==> src/shared/lowpower_fuse_pkg.sv <==
package lowpower_fuse_pkg;

  // ==========================================================
  // Clock and power-up timing
  localparam int CLK_MHZ         = 50;
  localparam int POWER_UP_NS     = 1000;
  localparam int POWER_UP_CYCLES = (POWER_UP_NS * CLK_MHZ + 999) / 1000;

  // ==========================================================
  // Register byte offsets
  localparam logic [7:0] ADDR_BANK_CFG   = 8'h00;
  localparam logic [7:0] ADDR_PROBE_SEL  = 8'h04;
  localparam logic [7:0] ADDR_STATUS     = 8'h08;
  localparam logic [7:0] ADDR_USER_STATE = 8'h0C;

  // ==========================================================
  // Sizes
  localparam int NUM_BANKS       = 8;
  localparam int NUM_PADS        = 4;
  localparam int NUM_NETS        = 64;
  localparam int SEL_W           = 6;
  localparam int TILE_SHIFT      = 3;
  localparam int PROBES_PER_TILE = 2;
  localparam int SMALL_PADS      = 2;
  localparam int USER_W          = 8;

  // ==========================================================
  // Field positions
  localparam int PSEL_FIELD_W = 8;
  localparam int PSEL_EN_BIT  = 7;
  localparam int STAT_LOW_POWER = 0;
  localparam int STAT_SEC     = 1;
  localparam int STAT_SET     = 2;
  localparam int STAT_PWRUP   = 3;
  localparam int STAT_LIVE    = 4;
  localparam int STAT_BLOCK   = 8;

  // ==========================================================
  // Reset values
  localparam logic [15:0]       BANK_CFG_RST   = 16'h0000;
  localparam logic [31:0]       PROBE_SEL_RST  = 32'h00000000;
  localparam logic [USER_W-1:0] USER_STATE_RST = 8'h00;

  typedef enum logic [0:0] {
    PWR_INIT = 1'b0,
    PWR_RUN  = 1'b1
  } power_state_e;

  // Tile index of a probe selection
  function automatic logic [SEL_W-TILE_SHIFT-1:0] tile_of(input logic [SEL_W-1:0] sel);
    tile_of = sel[SEL_W-1:TILE_SHIFT];
  endfunction

  // Selection field of one probe pad
  function automatic logic [PSEL_FIELD_W-1:0] psel_field(input logic [31:0] r,
                                                         input int p);
    psel_field = r[p*PSEL_FIELD_W +: PSEL_FIELD_W];
  endfunction

endpackage

==> src/verilog/probe_mux.sv <==
module probe_mux
  import lowpower_fuse_pkg::*;
(
  input  wire logic                pclk,
  input  wire logic                presetn,
  input  wire logic [31:0]         probe_sel,
  input  wire logic [NUM_NETS-1:0] internal_nets,
  input  wire logic                security_fuse,
  input  wire logic                small_member,
  output logic [NUM_PADS-1:0]      probe_pads,
  output logic [NUM_PADS-1:0]      pad_live,
  output logic [NUM_PADS-1:0]      pad_blocked
);

  logic [NUM_PADS-1:0] next_pads;
  logic [NUM_PADS-1:0] next_live;
  logic [NUM_PADS-1:0] next_blocked;

  // ==========================================================
  // Pad routing with per-tile limit
  always_comb begin
    logic [PSEL_FIELD_W-1:0] f;
    int                      used;
    f            = '0;
    used         = 0;
    next_pads    = '0;
    next_live    = '0;
    next_blocked = '0;
    for (int p = 0; p < NUM_PADS; p++) begin
      f    = psel_field(probe_sel, p);
      used = 0;
      for (int q = 0; q < p; q++) begin
        if (next_live[q] &&
            tile_of(probe_sel[q*PSEL_FIELD_W +: SEL_W]) == tile_of(f[SEL_W-1:0])) begin
          used++;
        end
      end
      if (f[PSEL_EN_BIT] && !security_fuse) begin
        if (small_member && p >= SMALL_PADS) begin
          next_blocked[p] = 1'b1;
        end else if (used >= PROBES_PER_TILE) begin
          next_blocked[p] = 1'b1;
        end else begin
          next_live[p] = 1'b1;
          next_pads[p] = internal_nets[f[SEL_W-1:0]];
        end
      end
    end
  end

  // Pad registers
  always_ff @(posedge pclk or negedge presetn) begin
    if (!presetn) begin
      probe_pads  <= '0;
      pad_live    <= '0;
      pad_blocked <= '0;
    end else begin
      probe_pads  <= next_pads;
      pad_live    <= next_live;
      pad_blocked <= next_blocked;
    end
  end

  // ==========================================================
  // Checks
  property p_tile_limit;
    @(posedge pclk) disable iff (!presetn)
      (pad_live[0] && pad_live[1] && pad_live[2]) |->
        !(tile_of($past(probe_sel[SEL_W-1:0])) ==
          tile_of($past(probe_sel[PSEL_FIELD_W +: SEL_W])) &&
          tile_of($past(probe_sel[PSEL_FIELD_W +: SEL_W])) ==
          tile_of($past(probe_sel[2*PSEL_FIELD_W +: SEL_W])));
  endproperty
  a_tile_limit: assert property (p_tile_limit) else $error("Three probes from one tile");

  c_blocked: cover property (@(posedge pclk) disable iff (!presetn) |pad_blocked);

endmodule

==> src/verilog/lowpower_fuse_probe_ctrl.sv <==
// Chosen here: the APB interface to the registers and the register offsets.
module lowpower_fuse_probe_ctrl
  import lowpower_fuse_pkg::*;
(
  input  wire logic                 pclk,
  input  wire logic                 presetn,
  input  wire logic                 psel,
  input  wire logic                 penable,
  input  wire logic                 pwrite,
  input  wire logic [7:0]           paddr,
  input  wire logic [31:0]          pwdata,
  output logic [31:0]               prdata,
  output logic                      pready,
  output logic                      pslverr,
  input  wire logic                 low_power_request,
  input  wire logic                 security_fuse,
  input  wire logic                 power_up_set_fuse,
  input  wire logic                 small_member,
  input  wire logic [USER_W-1:0]    local_clear,
  input  wire logic [USER_W-1:0]    local_preset,
  input  wire logic [NUM_NETS-1:0]  internal_nets,
  output logic [NUM_BANKS-1:0]      bank_output_tristate,
  output logic [NUM_BANKS-1:0]      bank_input_disable,
  output logic                      chip_wide_clear,
  output logic                      chip_wide_preset,
  output logic                      probe_pad_a,
  output logic                      probe_pad_b,
  output logic                      probe_pad_c,
  output logic                      probe_pad_d,
  output logic                      programming_enable,
  output logic                      jtag_public_enable,
  output logic                      jtag_private_enable,
  output logic [USER_W-1:0]         user_state
);

  // ==========================================================
  // Declarations
  logic [15:0]         bank_cfg;
  logic [15:0]         next_bank_cfg;
  logic [31:0]         probe_sel;
  logic [31:0]         next_probe_sel;
  logic [USER_W-1:0]   next_user_state;
  logic [31:0]         next_prdata;
  logic                low_power_active;
  logic                next_low_power_active;
  logic [NUM_BANKS-1:0] next_tristate;
  logic [NUM_BANKS-1:0] next_in_disable;
  power_state_e        pwr_state;
  power_state_e        next_pwr_state;
  logic [7:0]          pwr_count;
  logic [7:0]          next_pwr_count;
  logic                next_clear_net;
  logic                next_preset_net;
  logic                next_prog_enable;
  logic                next_jtag_private;
  logic [NUM_PADS-1:0] probe_pads;
  logic [NUM_PADS-1:0] pad_live;
  logic [NUM_PADS-1:0] pad_blocked;
  logic                wr_access;
  logic                mapped;
  logic [NUM_BANKS-1:0] cfg_tri;
  logic [NUM_BANKS-1:0] cfg_in;

  // ==========================================================
  // APB decode
  // Zero-wait slave; unmapped offsets answer with an error
  assign wr_access = psel && penable && pwrite;
  assign mapped    = (paddr == ADDR_BANK_CFG) || (paddr == ADDR_PROBE_SEL) ||
                     (paddr == ADDR_STATUS) || (paddr == ADDR_USER_STATE);
  assign pready    = 1'b1;
  assign pslverr   = psel && penable && !mapped;

  // Bank configuration split into its two fields
  always_comb begin
    for (int b = 0; b < NUM_BANKS; b++) begin
      cfg_tri[b] = bank_cfg[2*b];
      cfg_in[b]  = bank_cfg[2*b+1];
    end
  end

  // ==========================================================
  // Register file next values
  always_comb begin
    next_bank_cfg  = bank_cfg;
    next_probe_sel = probe_sel;
    next_prdata    = prdata;
    if (wr_access && paddr == ADDR_BANK_CFG) begin
      next_bank_cfg = pwdata[15:0];
    end
    if (wr_access && paddr == ADDR_PROBE_SEL) begin
      next_probe_sel = pwdata;
    end
    // Read data is captured in the setup cycle
    if (psel && !penable && !pwrite) begin
      next_prdata = 32'h00000000;
      unique case (paddr)
        ADDR_BANK_CFG:   next_prdata[15:0] = bank_cfg;
        ADDR_PROBE_SEL:  next_prdata = probe_sel;
        ADDR_STATUS: begin
          next_prdata[STAT_LOW_POWER] = low_power_active;
          next_prdata[STAT_SEC]   = security_fuse;
          next_prdata[STAT_SET]   = power_up_set_fuse;
          next_prdata[STAT_PWRUP] = (pwr_state == PWR_INIT);
          next_prdata[STAT_LIVE +: NUM_PADS]  = pad_live;
          next_prdata[STAT_BLOCK +: NUM_PADS] = pad_blocked;
        end
        ADDR_USER_STATE: next_prdata[USER_W-1:0] = user_state;
        default:         next_prdata = 32'h00000000;
      endcase
    end
  end

  // Register file flops
  always_ff @(posedge pclk or negedge presetn) begin
    if (!presetn) begin
      bank_cfg  <= BANK_CFG_RST;
      probe_sel <= PROBE_SEL_RST;
      prdata    <= 32'h00000000;
    end else begin
      bank_cfg  <= next_bank_cfg;
      probe_sel <= next_probe_sel;
      prdata    <= next_prdata;
    end
  end

  // ==========================================================
  // Low-power mode and bank controls
  // Banks follow the pin in the next cycle, both on entry and exit
  always_comb begin
    next_low_power_active = low_power_request;
    next_tristate   = '0;
    next_in_disable = '0;
    if (low_power_request) begin
      next_tristate   = cfg_tri;
      next_in_disable = cfg_in;
    end
    // Dropping the pin releases every bank at once
  end

  // Low-power flops
  always_ff @(posedge pclk or negedge presetn) begin
    if (!presetn) begin
      low_power_active     <= 1'b0;
      bank_output_tristate <= '0;
      bank_input_disable   <= '0;
    end else begin
      low_power_active     <= next_low_power_active;
      bank_output_tristate <= next_tristate;
      bank_input_disable   <= next_in_disable;
    end
  end

  // ==========================================================
  // Power-up sequence and chip-wide nets
  always_comb begin
    next_pwr_state  = pwr_state;
    next_pwr_count  = pwr_count;
    next_clear_net  = 1'b1;
    next_preset_net = 1'b1;
    unique case (pwr_state)
      PWR_INIT: begin
        next_clear_net  = power_up_set_fuse;
        next_preset_net = !power_up_set_fuse;
        if (pwr_count == 8'(POWER_UP_CYCLES - 1)) begin
          next_pwr_state = PWR_RUN;
        end else begin
          next_pwr_count = pwr_count + 8'h01;
        end
      end
      PWR_RUN: begin
        next_clear_net  = 1'b1;
        next_preset_net = 1'b1;
      end
    endcase
  end

  // Power-up flops; reset shows the default clear pattern
  always_ff @(posedge pclk or negedge presetn) begin
    if (!presetn) begin
      pwr_state        <= PWR_INIT;
      pwr_count        <= 8'h00;
      chip_wide_clear  <= 1'b0;
      chip_wide_preset <= 1'b1;
    end else begin
      pwr_state        <= next_pwr_state;
      pwr_count        <= next_pwr_count;
      chip_wide_clear  <= next_clear_net;
      chip_wide_preset <= next_preset_net;
    end
  end

  // ==========================================================
  // User registers under chip-wide and local control
  // Low-power mode is not an input here, so content is kept
  always_comb begin
    next_user_state = user_state;
    if (pwr_state == PWR_INIT) begin
      next_user_state = power_up_set_fuse ? '1 : '0;
    end else if (wr_access && paddr == ADDR_USER_STATE) begin
      next_user_state = pwdata[USER_W-1:0];
    end
    // Local controls win; clear beats preset
    next_user_state = (next_user_state | local_preset) & ~local_clear;
  end

  // User register flops
  always_ff @(posedge pclk or negedge presetn) begin
    if (!presetn) begin
      user_state <= USER_STATE_RST;
    end else begin
      user_state <= next_user_state;
    end
  end

  // ==========================================================
  // Security fuse effects
  always_comb begin
    next_prog_enable  = !security_fuse;
    next_jtag_private = !security_fuse;
  end

  // Security flops
  always_ff @(posedge pclk or negedge presetn) begin
    if (!presetn) begin
      programming_enable  <= 1'b0;
      jtag_private_enable <= 1'b0;
    end else begin
      programming_enable  <= next_prog_enable;
      jtag_private_enable <= next_jtag_private;
    end
  end

  // Public instructions never depend on the fuse
  assign jtag_public_enable = 1'b1;

  // ==========================================================
  // Probe multiplexer
  probe_mux u_probe_mux (
    .pclk          (pclk),
    .presetn       (presetn),
    .probe_sel     (probe_sel),
    .internal_nets (internal_nets),
    .security_fuse (security_fuse),
    .small_member  (small_member),
    .probe_pads    (probe_pads),
    .pad_live      (pad_live),
    .pad_blocked   (pad_blocked)
  );

  // Pad outputs
  assign probe_pad_a = probe_pads[0];
  assign probe_pad_b = probe_pads[1];
  assign probe_pad_c = probe_pads[2];
  assign probe_pad_d = probe_pads[3];

  // ==========================================================
  // Checks
  property p_low_power_enter;
    @(posedge pclk) disable iff (!presetn)
      low_power_request |=> low_power_active;
  endproperty
  a_low_power_enter: assert property (p_low_power_enter) else $error("Low power not entered");

  property p_bank_apply;
    @(posedge pclk) disable iff (!presetn)
      low_power_request |=> (bank_output_tristate == $past(cfg_tri)) &&
                            (bank_input_disable == $past(cfg_in));
  endproperty
  a_bank_apply: assert property (p_bank_apply) else $error("Bank choice not applied");

  property p_low_power_exit;
    @(posedge pclk) disable iff (!presetn)
      $fell(low_power_request) |-> ##1 (bank_output_tristate == '0) ##0
                                       (bank_input_disable == '0) ##0 !low_power_active;
  endproperty
  a_low_power_exit: assert property (p_low_power_exit) else $error("Banks not released");

  property p_retain;
    @(posedge pclk) disable iff (!presetn)
      (low_power_request && pwr_state == PWR_RUN && !wr_access &&
       local_clear == '0 && local_preset == '0) |=> $stable(user_state);
  endproperty
  a_retain: assert property (p_retain) else $error("State lost in low power");

  property p_secure;
    @(posedge pclk) disable iff (!presetn)
      security_fuse [*2] |-> (probe_pads == '0) && !programming_enable &&
                            jtag_public_enable;
  endproperty
  a_secure: assert property (p_secure) else $error("Secured part still open");

  property p_pwr_clear;
    @(posedge pclk) disable iff (!presetn)
      (pwr_state == PWR_INIT && !power_up_set_fuse) |=>
        !chip_wide_clear && chip_wide_preset;
  endproperty
  a_pwr_clear: assert property (p_pwr_clear) else $error("Power-up clear wrong");

  property p_pwr_preset;
    @(posedge pclk) disable iff (!presetn)
      (pwr_state == PWR_INIT && power_up_set_fuse) |=>
        chip_wide_clear && !chip_wide_preset ##1 (user_state | $past(local_clear)) != '0;
  endproperty
  a_pwr_preset: assert property (p_pwr_preset) else $error("Power-up preset wrong");

  property p_run_high;
    @(posedge pclk) disable iff (!presetn)
      pwr_state == PWR_RUN |=> chip_wide_clear && chip_wide_preset;
  endproperty
  a_run_high: assert property (p_run_high) else $error("Chip-wide net active");

  property p_local;
    @(posedge pclk) disable iff (!presetn)
      local_clear[0] |=> !user_state[0];
  endproperty
  a_local: assert property (p_local) else $error("Local clear overridden");

  property p_small;
    @(posedge pclk) disable iff (!presetn)
      small_member |=> !probe_pad_c && !probe_pad_d;
  endproperty
  a_small: assert property (p_small) else $error("Upper pads live on small part");

  c_low_power: cover property (@(posedge pclk) disable iff (!presetn) $rose(low_power_active));
  c_preset: cover property (@(posedge pclk) disable iff (!presetn) !chip_wide_preset);
  c_err: cover property (@(posedge pclk) disable iff (!presetn) pslverr);
  c_four: cover property (@(posedge pclk) disable iff (!presetn) pad_live == 4'hF);

endmodule

==> config.mk <==
export PLATFORM = sky130hd
export DESIGN_NAME = lowpower_fuse_probe_ctrl
export DESIGN_NICKNAME = d
export VERILOG_FILES = /design/src/shared/lowpower_fuse_pkg.sv /design/src/verilog/probe_mux.sv /design/src/verilog/lowpower_fuse_probe_ctrl.sv
export SDC_FILE = /design/constraint.sdc
export NUM_CORES = 1
export LEC_CHECK = 0
export BUFFER_PORTS_ARGS = -buffer_cell sky130_fd_sc_hd__buf_2
export CAP_MARGIN = 15
export CORE_MARGIN = 1.5
export CORE_UTILIZATION = 58
export DETAILED_ROUTE_END_ITERATION = 16
export PLACE_DENSITY = 0.88
export SYNTH_ARGS = -nofsm -noshare
export SYNTH_HDL_FRONTEND = slang
export SYNTH_SLANG_ARGS = --single-unit
export TNS_END_PERCENT = 5
==> constraint.sdc <==
create_clock -name pclk -period 7.2 [get_ports pclk]
set_clock_uncertainty 0.1 [all_clocks]
set_input_delay 1.08 -clock pclk [delete_from_list [all_inputs] [get_ports pclk]]
set_output_delay 1.08 -clock pclk [all_outputs]
set_load 0.1 [all_outputs]
==> results by group, run 1 <==
Worst hold path
  – Cell depth of the worst min-delay path: 1
  – Min-Delay Endpoint: pwr_count[7]
  – Classification of the worst-slack hold path: flip-flop to flip-flop
  – Hold Path Origin: pwr_count[7]

Routing
  – Vias after detailed routing: 5,911
  – Total iterations of the first detailed-routing run: 7
  – Post-Route WL: 21,300 um
  – DRC: 0
  – Detail Route Antenna Nets: 0
  – Vias/cell: 6.60
  – Detail-routed net length per standard cell: 23.8 um
  – DR iter-0 viols: 630

Synthesis
  – Netlist area before placement: 7510 um^2
  – Synth async-reset ratio: 100%
  – EDFF count, synth: 0
  – Number of instances in the synthesized netlist: 543
  – Top area cells in the synthesized netlist: dfrtp_1 42%, mux4_2 23%, mux2_4 6.0%, mux2_2 4.2%, a22o_1 3.1%
  – Syn_area_per_cell: 13.8 um^2
  – Flip-flop and latch count after synthesis: 127
  – Top cell type's share of synthesized area: 42.0%
  – Cell taking the most area after synthesis: dfrtp_1
  – Yosys warnings: 0
  – Top FF cell, synth: dfrtp_1
  – Sequential element share of the synthesized area: 42.3%
  – Cell variety after synth: 53

Critical path
  – Critical R2R Launch: probe_sel[16]
  – Endpoint of the most critical register-to-register path: u_probe_mux.probe_pads[2]
  – Type of the worst setup path: primary input to primary output
  – Biggest fanout along the worst timing path: 5
  – Worst stage delay on the critical path: 300 ps
  – Number of cells on the worst reg-to-reg path: 4
  – Reg-to-reg slack, setup: 4530 ps
  – CP Capture Type: primary output
  – Dominant delay contributor by cell family on the critical path: simple AND/OR/NAND/NOR gates
  – Data arrival time at the worst-slack endpoint: 2230 ps
  – Slowest cell on the critical path: nor4_4
  – Bufs and invs on worst path: 2
  – Critical path launch point type: primary input
  – Req. time, crit path: 6020 ps
  – Most numerous cell on the critical path: buf_2
  – CP cell instances: buf_2, nor4_4, nand2_2, and3_1, buf_2

Clock tree
  – Count of hold buffers inserted by post-cts repair: 0
  – Clock transition at path regs: 50 ps
  – Longest Clk Path Bufs: 2
  – Number of clock sinks: 127
  – Clock tree from TritonCTS: built
  – Clock insertion delay at the later pin of the skew report: 410 ps
  – Clock tree root buffer cell: clkbuf_16
  – Number of gates resized after cts: 0
  – Number of buffers created by CTS: 17
  – Setup bufs post-CTS: 0
  – Maximum level of the CTS H-tree: 4

GRT
  – Vias in the first global route: 5,856
  – Overflow left after global routing: 0
  – First-pass GRT wire length: 32,800 um
  – Pin count of the biggest net entering global routing: 70
  – GRT Util Overall: 32.7%
  – Antenna violations before repair: 0

Power and ir drop
  – Relative contribution of combinational cells to total power: 11.6%
  – Fraction of power consumed by sequential logic: 40.2%
  – Internal power: 0.00137 W
  – Cell area power density: 201 nW/um^2
  – IR Drop Worst-Case VDD: 0.180 mV
  – Standby leakage power: 4.28 nW
  – Fraction of power spent switching nets: 25.2%
  – Clock network fraction of design power: 48.1%
  – Total net switching power: 0.000462 W

Status
  – Outcome: finished, final reports clean

Layout
  – Ant. Diodes: 0
  – Fraction of final layout cells with drive strength greater than 1: 51.1%
  – Final non-filler cell total: 896
  – Net count, final: 844
  – Area grow syn2layout: 21.7%

Place
  – Count of buffers from port buffering: 193
  – Post-DP HPWL: 14,800 um
  – Cell count after placement: 862
  – Weighted congestion reported at the end of routability-driven placement: 0.959

Floorplan
  – Site row count: 41
  – Area of the die: 13,600 um^2
  – Floorplan core area: 12,600 um^2
  – Horizontal die dimension: 117 um
  – Die height: 117 um
  – Count of boundary I/O pins: 196
  – Initial core utilization: 59.5%

STA
  – Setup TNS after final layout: 0 ps
  – Final number of hold-violating endpoints: 0
  – Slew Limit Headroom: 21.8%
  – Tightest Pin Transition: 1160 ps
  – Setup repair after global routing missed its margin: false
  – Max Clock Freq: 293 MHz
  – Count of pins over their slew limit: 0
  – Time the final worst path needs with I/O delays and setup: 3410 ps
  – Share of the clock period used by the worst path after layout: 47.4%
  – Final setup violation count: 0

Job
  – Maximum Capacitance Violations: 0
worst register-to-register path, stage by stage (launching register included):
cell	delay [ps]
dfrtp_1	1060
mux4_2	620
mux4_2	500
o211ai_1	170
o22ai_1	90
worst max-delay path by stage:
stage / slack, ps / startpoint / cells past startpoint / to
floorplan: 4000 / paddr[1] / 3 / pslverr
global placement: 3640 / paddr[2] / 4 / probe_sel[17]
detailed placement: 3570 / paddr[2] / 4 / probe_sel[31]
CTS: 3810 / paddr[5] / 5 / pslverr
global route: 3760 / paddr[5] / 5 / pslverr
finish: 3790 / paddr[5] / 5 / pslverr
layout make-up:
class                           instances  area [um^2]
Clock inverter                         13          161
Inverter                               13         48.8
Tap cell                              172          215
Fill cell                             813         3470
Clock buffer                           19          453
Sequential cell                       127         3180
Multi-Input combinational cell        355         4050
Timing Repair Buffer                  197         1040
power by group through the flow:
stage               combinational, W  clock [W]  sequential [W]
CTS                         0.000209   0.000892        0.000739
floorplan                  0.0000943          0        0.000775
global route                0.000226   0.000925        0.000739
finish                      0.000214   0.000884        0.000739
detailed placement          0.000207          0        0.000751
global placement            0.000199          0        0.000750
state kept, by name, summed over array words and instances, names as in the netlist, 8 cells and up:
signal                cells
probe_sel                32
pwr_count                 8
bank_cfg                 16
bank_output_tristate      8
user_state                8
bank_input_disable        8
prdata                   32
cells in the final DEF, fill, tap and decap left out, types with 3 or more instances in the layout:
master	n
clkinvlp_4	4
a211oi_1	9
and2_1	16
a22oi_1	6
mux2i_1	21
clkbuf_16	17
nand2_1	19
mux4_2	76
or3_1	3
bufinv_16	3
a31oi_1	3
mux2_2	28
a22o_1	27
xnor2_1	13
nand4_1	4
nand3_1	17
buf_2	192
inv_1	13
nor2_1	18
xor2_1	3
dfrtp_1	126
nand4b_1	3
ha_1	4
and3_1	3
mux2_4	30
nor2b_1	12
nand3b_1	3
o21ai_0	8
clkinv_2	3
metrics by stage:
stage | setup WS (ps) | hold WS, ps | cell area [um^2] | utilization, % | total power [W]
2_1_floorplan | 4000 | 347 | 7520 | - | 0.000870
3_3_place_gp | 3640 | 367 | 8480 | 67.2 | 0.000949
3_5_place_dp | 3570 | 367 | 8480 | 67.2 | 0.000958
4_1_cts | 3810 | 380 | 9090 | 72.0 | 0.00184
5_1_grt | 3760 | 411 | 9150 | 72.5 | 0.00189
6_report | 3790 | 378 | 9150 | 72.5 | 0.00184
routing by layer:
layer / routed length, um / track usage (%) / part of all wire, % / vias up
met4: 950 / 14.3 / 4.5 / 0
met3: 2060 / 7.42 / 9.6 / 93
met5: 0 / 0 / 0 / -
li1: - / - / - / 2440
met2: 10600 / 53.3 / 49 / 448
met1: 7770 / 42.6 / 36 / 2930
cells by family after synthesis:
group                    Yosys count  share of synthesized area [%]
flip-flops                       127                           42.3
adder cells (fa/ha/maj)            4                          0.666
AO/OA/AOI/OAI                     69                           7.16
buffers and inverters             62                           3.91
AND/OR/NAND/NOR                  109                           8.28
other                              1                         0.0499
multiplexers                     155                           35.8
XOR/XNOR                          16                           1.86
cells in the mapped netlist, drive strengths merged (3+ instances only):
library cell and count:
dfrtp 126, ha 4, or3 3, nand3 17, a211oi 9, and2 16, mux2 58, nand4b 3
nand2 20, nand3b 3, mux2i 21, and3 3, nand4 4, clkbuf 25, a22oi 6, a22o 27
nor4 3, inv 13, nor2 19, nor2b 12, buf 24, a31oi 3, o21ai 8, xnor2 13
xor2 3, mux4 76
Note: power is estimated with default switching activity, not from simulation.
==> run 2, diff against run 1 <==
CORE_UTILIZATION = 49   (was 58)
PLACE_DENSITY = 0.79   (was 0.88)
clock period = 3 ns   (was 7.2 ns; I/O delays follow)
==> results by group, run 2 (synthesis gave the netlist of run 1 again) <==
Status
  – Outcome: finished, final reports clean (unchanged)

STA
  – Post-route worst hold slack: 86.0 ps (was 378 ps)
  – Final number of hold-violating endpoints: 0 (unchanged)
  – Slew Limit Headroom: 41.3% (was 21.8%)
  – Share of the clock period used by the worst path after layout: 82.4%
  – Setup TNS after final layout: 0 ps (unchanged)
  – Count of pins over their slew limit: 0 (unchanged)
  – Final setup violation count: 0 (unchanged)
  – Setup repair after global routing missed its margin: false (unchanged)
  – Max Clock Freq: 405 MHz
  – Time the final worst path needs with I/O delays and setup: 2470 ps
  – Tightest Pin Transition: 880 ps (was 1160 ps)
  – Setup slack after layout: 529 ps (was 3790 ps)

Place
  – Count of buffers from port buffering: 193 (unchanged)
  – Pre-CTS setup slack: 374 ps (was 3570 ps)
  – Cell count after placement: 894 (was 862)
  – Post-DP HPWL: 15,400 um (was 14,800 um)
  – Weighted congestion reported at the end of routability-driven placement: 0.893 (was 0.959)

Power and ir drop
  – Internal power: 0.00321 W (was 0.00137 W)
  – Clock network fraction of design power: 47.3% (was 48.1%)
  – Fraction of power spent switching nets: 26.1% (was 25.2%)
  – IR Drop Worst-Case VDD: 0.359 mV (was 0.180 mV)
  – Standby leakage power: 4.34 nW (was 4.28 nW)
  – Relative contribution of combinational cells to total power: 12.0% (was 11.6%)
  – Cell area power density: 470 nW/um^2 (was 201 nW/um^2)
  – Fraction of power consumed by sequential logic: 40.6% (was 40.2%)
  – Power after layout: 0.00434 W (was 0.00184 W)
  – Total net switching power: 0.00113 W (was 0.000462 W)

Floorplan
  – Initial core utilization: 49.8% (was 59.5%)
  – Die height: 127 um (was 117 um)
  – Horizontal die dimension: 127 um (was 117 um)
  – Count of boundary I/O pins: 196 (unchanged)
  – Floorplan core area: 15,100 um^2 (was 12,600 um^2)
  – Site row count: 45 (was 41)
  – Area of the die: 16,100 um^2 (was 13,600 um^2)

Job
  – Maximum Capacitance Violations: 0 (unchanged)

Clock tree
  – Setup bufs post-CTS: 0 (unchanged)
  – Count of hold buffers inserted by post-cts repair: 1 (was 0)
  – Number of gates resized after cts: 0 (unchanged)
  – Number of buffers created by CTS: 17 (unchanged)
  – Clock transition at path regs: 60 ps (was 50 ps)
  – Clock tree root buffer cell: clkbuf_16 (unchanged)
  – Number of clock sinks: 127 (unchanged)
  – Longest Clk Path Bufs: 2 (unchanged)
  – Clock insertion delay at the later pin of the skew report: 410 ps (about the same)
  – Clock tree from TritonCTS: built (unchanged)
  – Maximum level of the CTS H-tree: 4 (unchanged)

GRT
  – Pin count of the biggest net entering global routing: 72 (was 70)
  – Antenna violations before repair: 0 (unchanged)
  – GRT Util Overall: 26.6% (was 32.7%)
  – First-pass GRT wire length: 32,600 um (was 32,800 um)
  – Overflow left after global routing: 0 (unchanged)
  – Vias in the first global route: 5,837 (was 5,856)

Layout
  – Most frequent cells in the layout: 192 x buf_2, 126 x dfrtp_1, 76 x mux4_2, 30 x mux2_4, 28 x mux2_2 (unchanged)
  – Fraction of final layout cells with drive strength greater than 1: 52.0% (was 51.1%)
  – Area grow syn2layout: 22.9% (was 21.7%)
  – Commonest non-fill, non-tap cell in the layout: buf_2 (unchanged)
  – Biggest registers after layout: prdata x32, probe_sel x32, bank_cfg x16 (unchanged)
  – Ant. Diodes: 0 (unchanged)
  – Net count, final: 859 (was 844)
  – Final non-filler cell total: 927 (was 896)

Routing
  – Vias after detailed routing: 5,751 (was 5,911)
  – Total iterations of the first detailed-routing run: 5 (was 7)
  – DR iter-0 viols: 341 (was 630)
  – DRC: 0 (unchanged)
  – Detail Route Antenna Nets: 0 (unchanged)
  – Detail-routed net length per standard cell: 22.4 um (was 23.8 um)
  – Vias/cell: 6.20 (was 6.60)
  – Post-Route WL: 20,800 um (was 21,300 um)

Critical path
  – Biggest fanout along the worst timing path: 18 (was 5)
  – Req. time, crit path: 3150 ps (was 6020 ps)
  – Data arrival time at the worst-slack endpoint: 2620 ps (was 2230 ps)
  – Critical path launch point type: flip-flop (was primary input)
  – Worst stage delay on the critical path: 910 ps (was 300 ps)
  – Type of the worst setup path: flip-flop to flip-flop (was primary input to primary output)
  – CP Capture Type: flip-flop (was primary output)
  – Most numerous cell on the critical path: mux4_2 (was buf_2)
  – Slowest cell on the critical path: dfrtp_1 (was nor4_4)
  – CP cell instances: mux4_2, mux4_2, o211ai_1, o22ai_1 (was buf_2, nor4_4, nand2_2, and3_1, buf_2)

Worst hold path
  – Classification of the worst-slack hold path: primary input to flip-flop (was flip-flop to flip-flop)
==> run 2: layer usage <==
metal	vias up	global-route usage (%)	share of wire, %
li1	2468	-	-
met4	0	10.7	3.1
met2	302	43.0	50
met1	2928	35.5	40
met5	-	0	0
met3	53	5.57	7.2
==> run 2: area by class of cell <==
type / instances / area, um^2
fillers: 1163 / 5850
multi-input cells: 355 / 4050
flip-flops and latches: 127 / 3180
repair buffers: 212 / 1130
clock buffers: 18 / 439
well taps: 188 / 235
clock inverters: 14 / 160
inverters: 13 / 48.8
==> run 2: per-stage QoR <==
step	instance area, um^2	utilization [%]
global placement	8630	57.2
global route	9240	61.2
finish	9240	61.2
detailed placement	8630	57.2
floorplan	7520	-
CTS	9240	61.2
==> run 2: path summary, 6_finish.rpt <==
path	end	start	cells after the start	slack, ps
max in group asynchronous	chip_wide_preset	presetn	3	1490
min in group asynchronous	bank_output_tristate[4]	presetn	2	540
hold reg to reg	prdata[12]	prdata[12]	2	380
setup / recovery	u_probe_mux.probe_pads[2]	probe_sel[17]	4	530
setup reg to reg	u_probe_mux.probe_pads[2]	probe_sel[17]	4	530
hold / removal	user_state[0]	local_clear[0]	2	90
==> run 2: power by group through the flow <==
stage | Combinational [W] | Sequential (W) | Clock (W)
after floorplan | 0.000226 | 0.00186 | 0
after global placement | 0.000503 | 0.00179 | 0
after detailed placement | 0.000519 | 0.00179 | 0
after CTS | 0.000523 | 0.00176 | 0.00208
after global routing | 0.000556 | 0.00177 | 0.00216
final | 0.000523 | 0.00176 | 0.00205
==> run 2: worst max-delay path: cells and delay by family, from the launching register on <==
kind	cells	cell delay (ps)
multiplexers	2	950
flip-flops	1	910
AO/OA/AOI/OAI	2	340
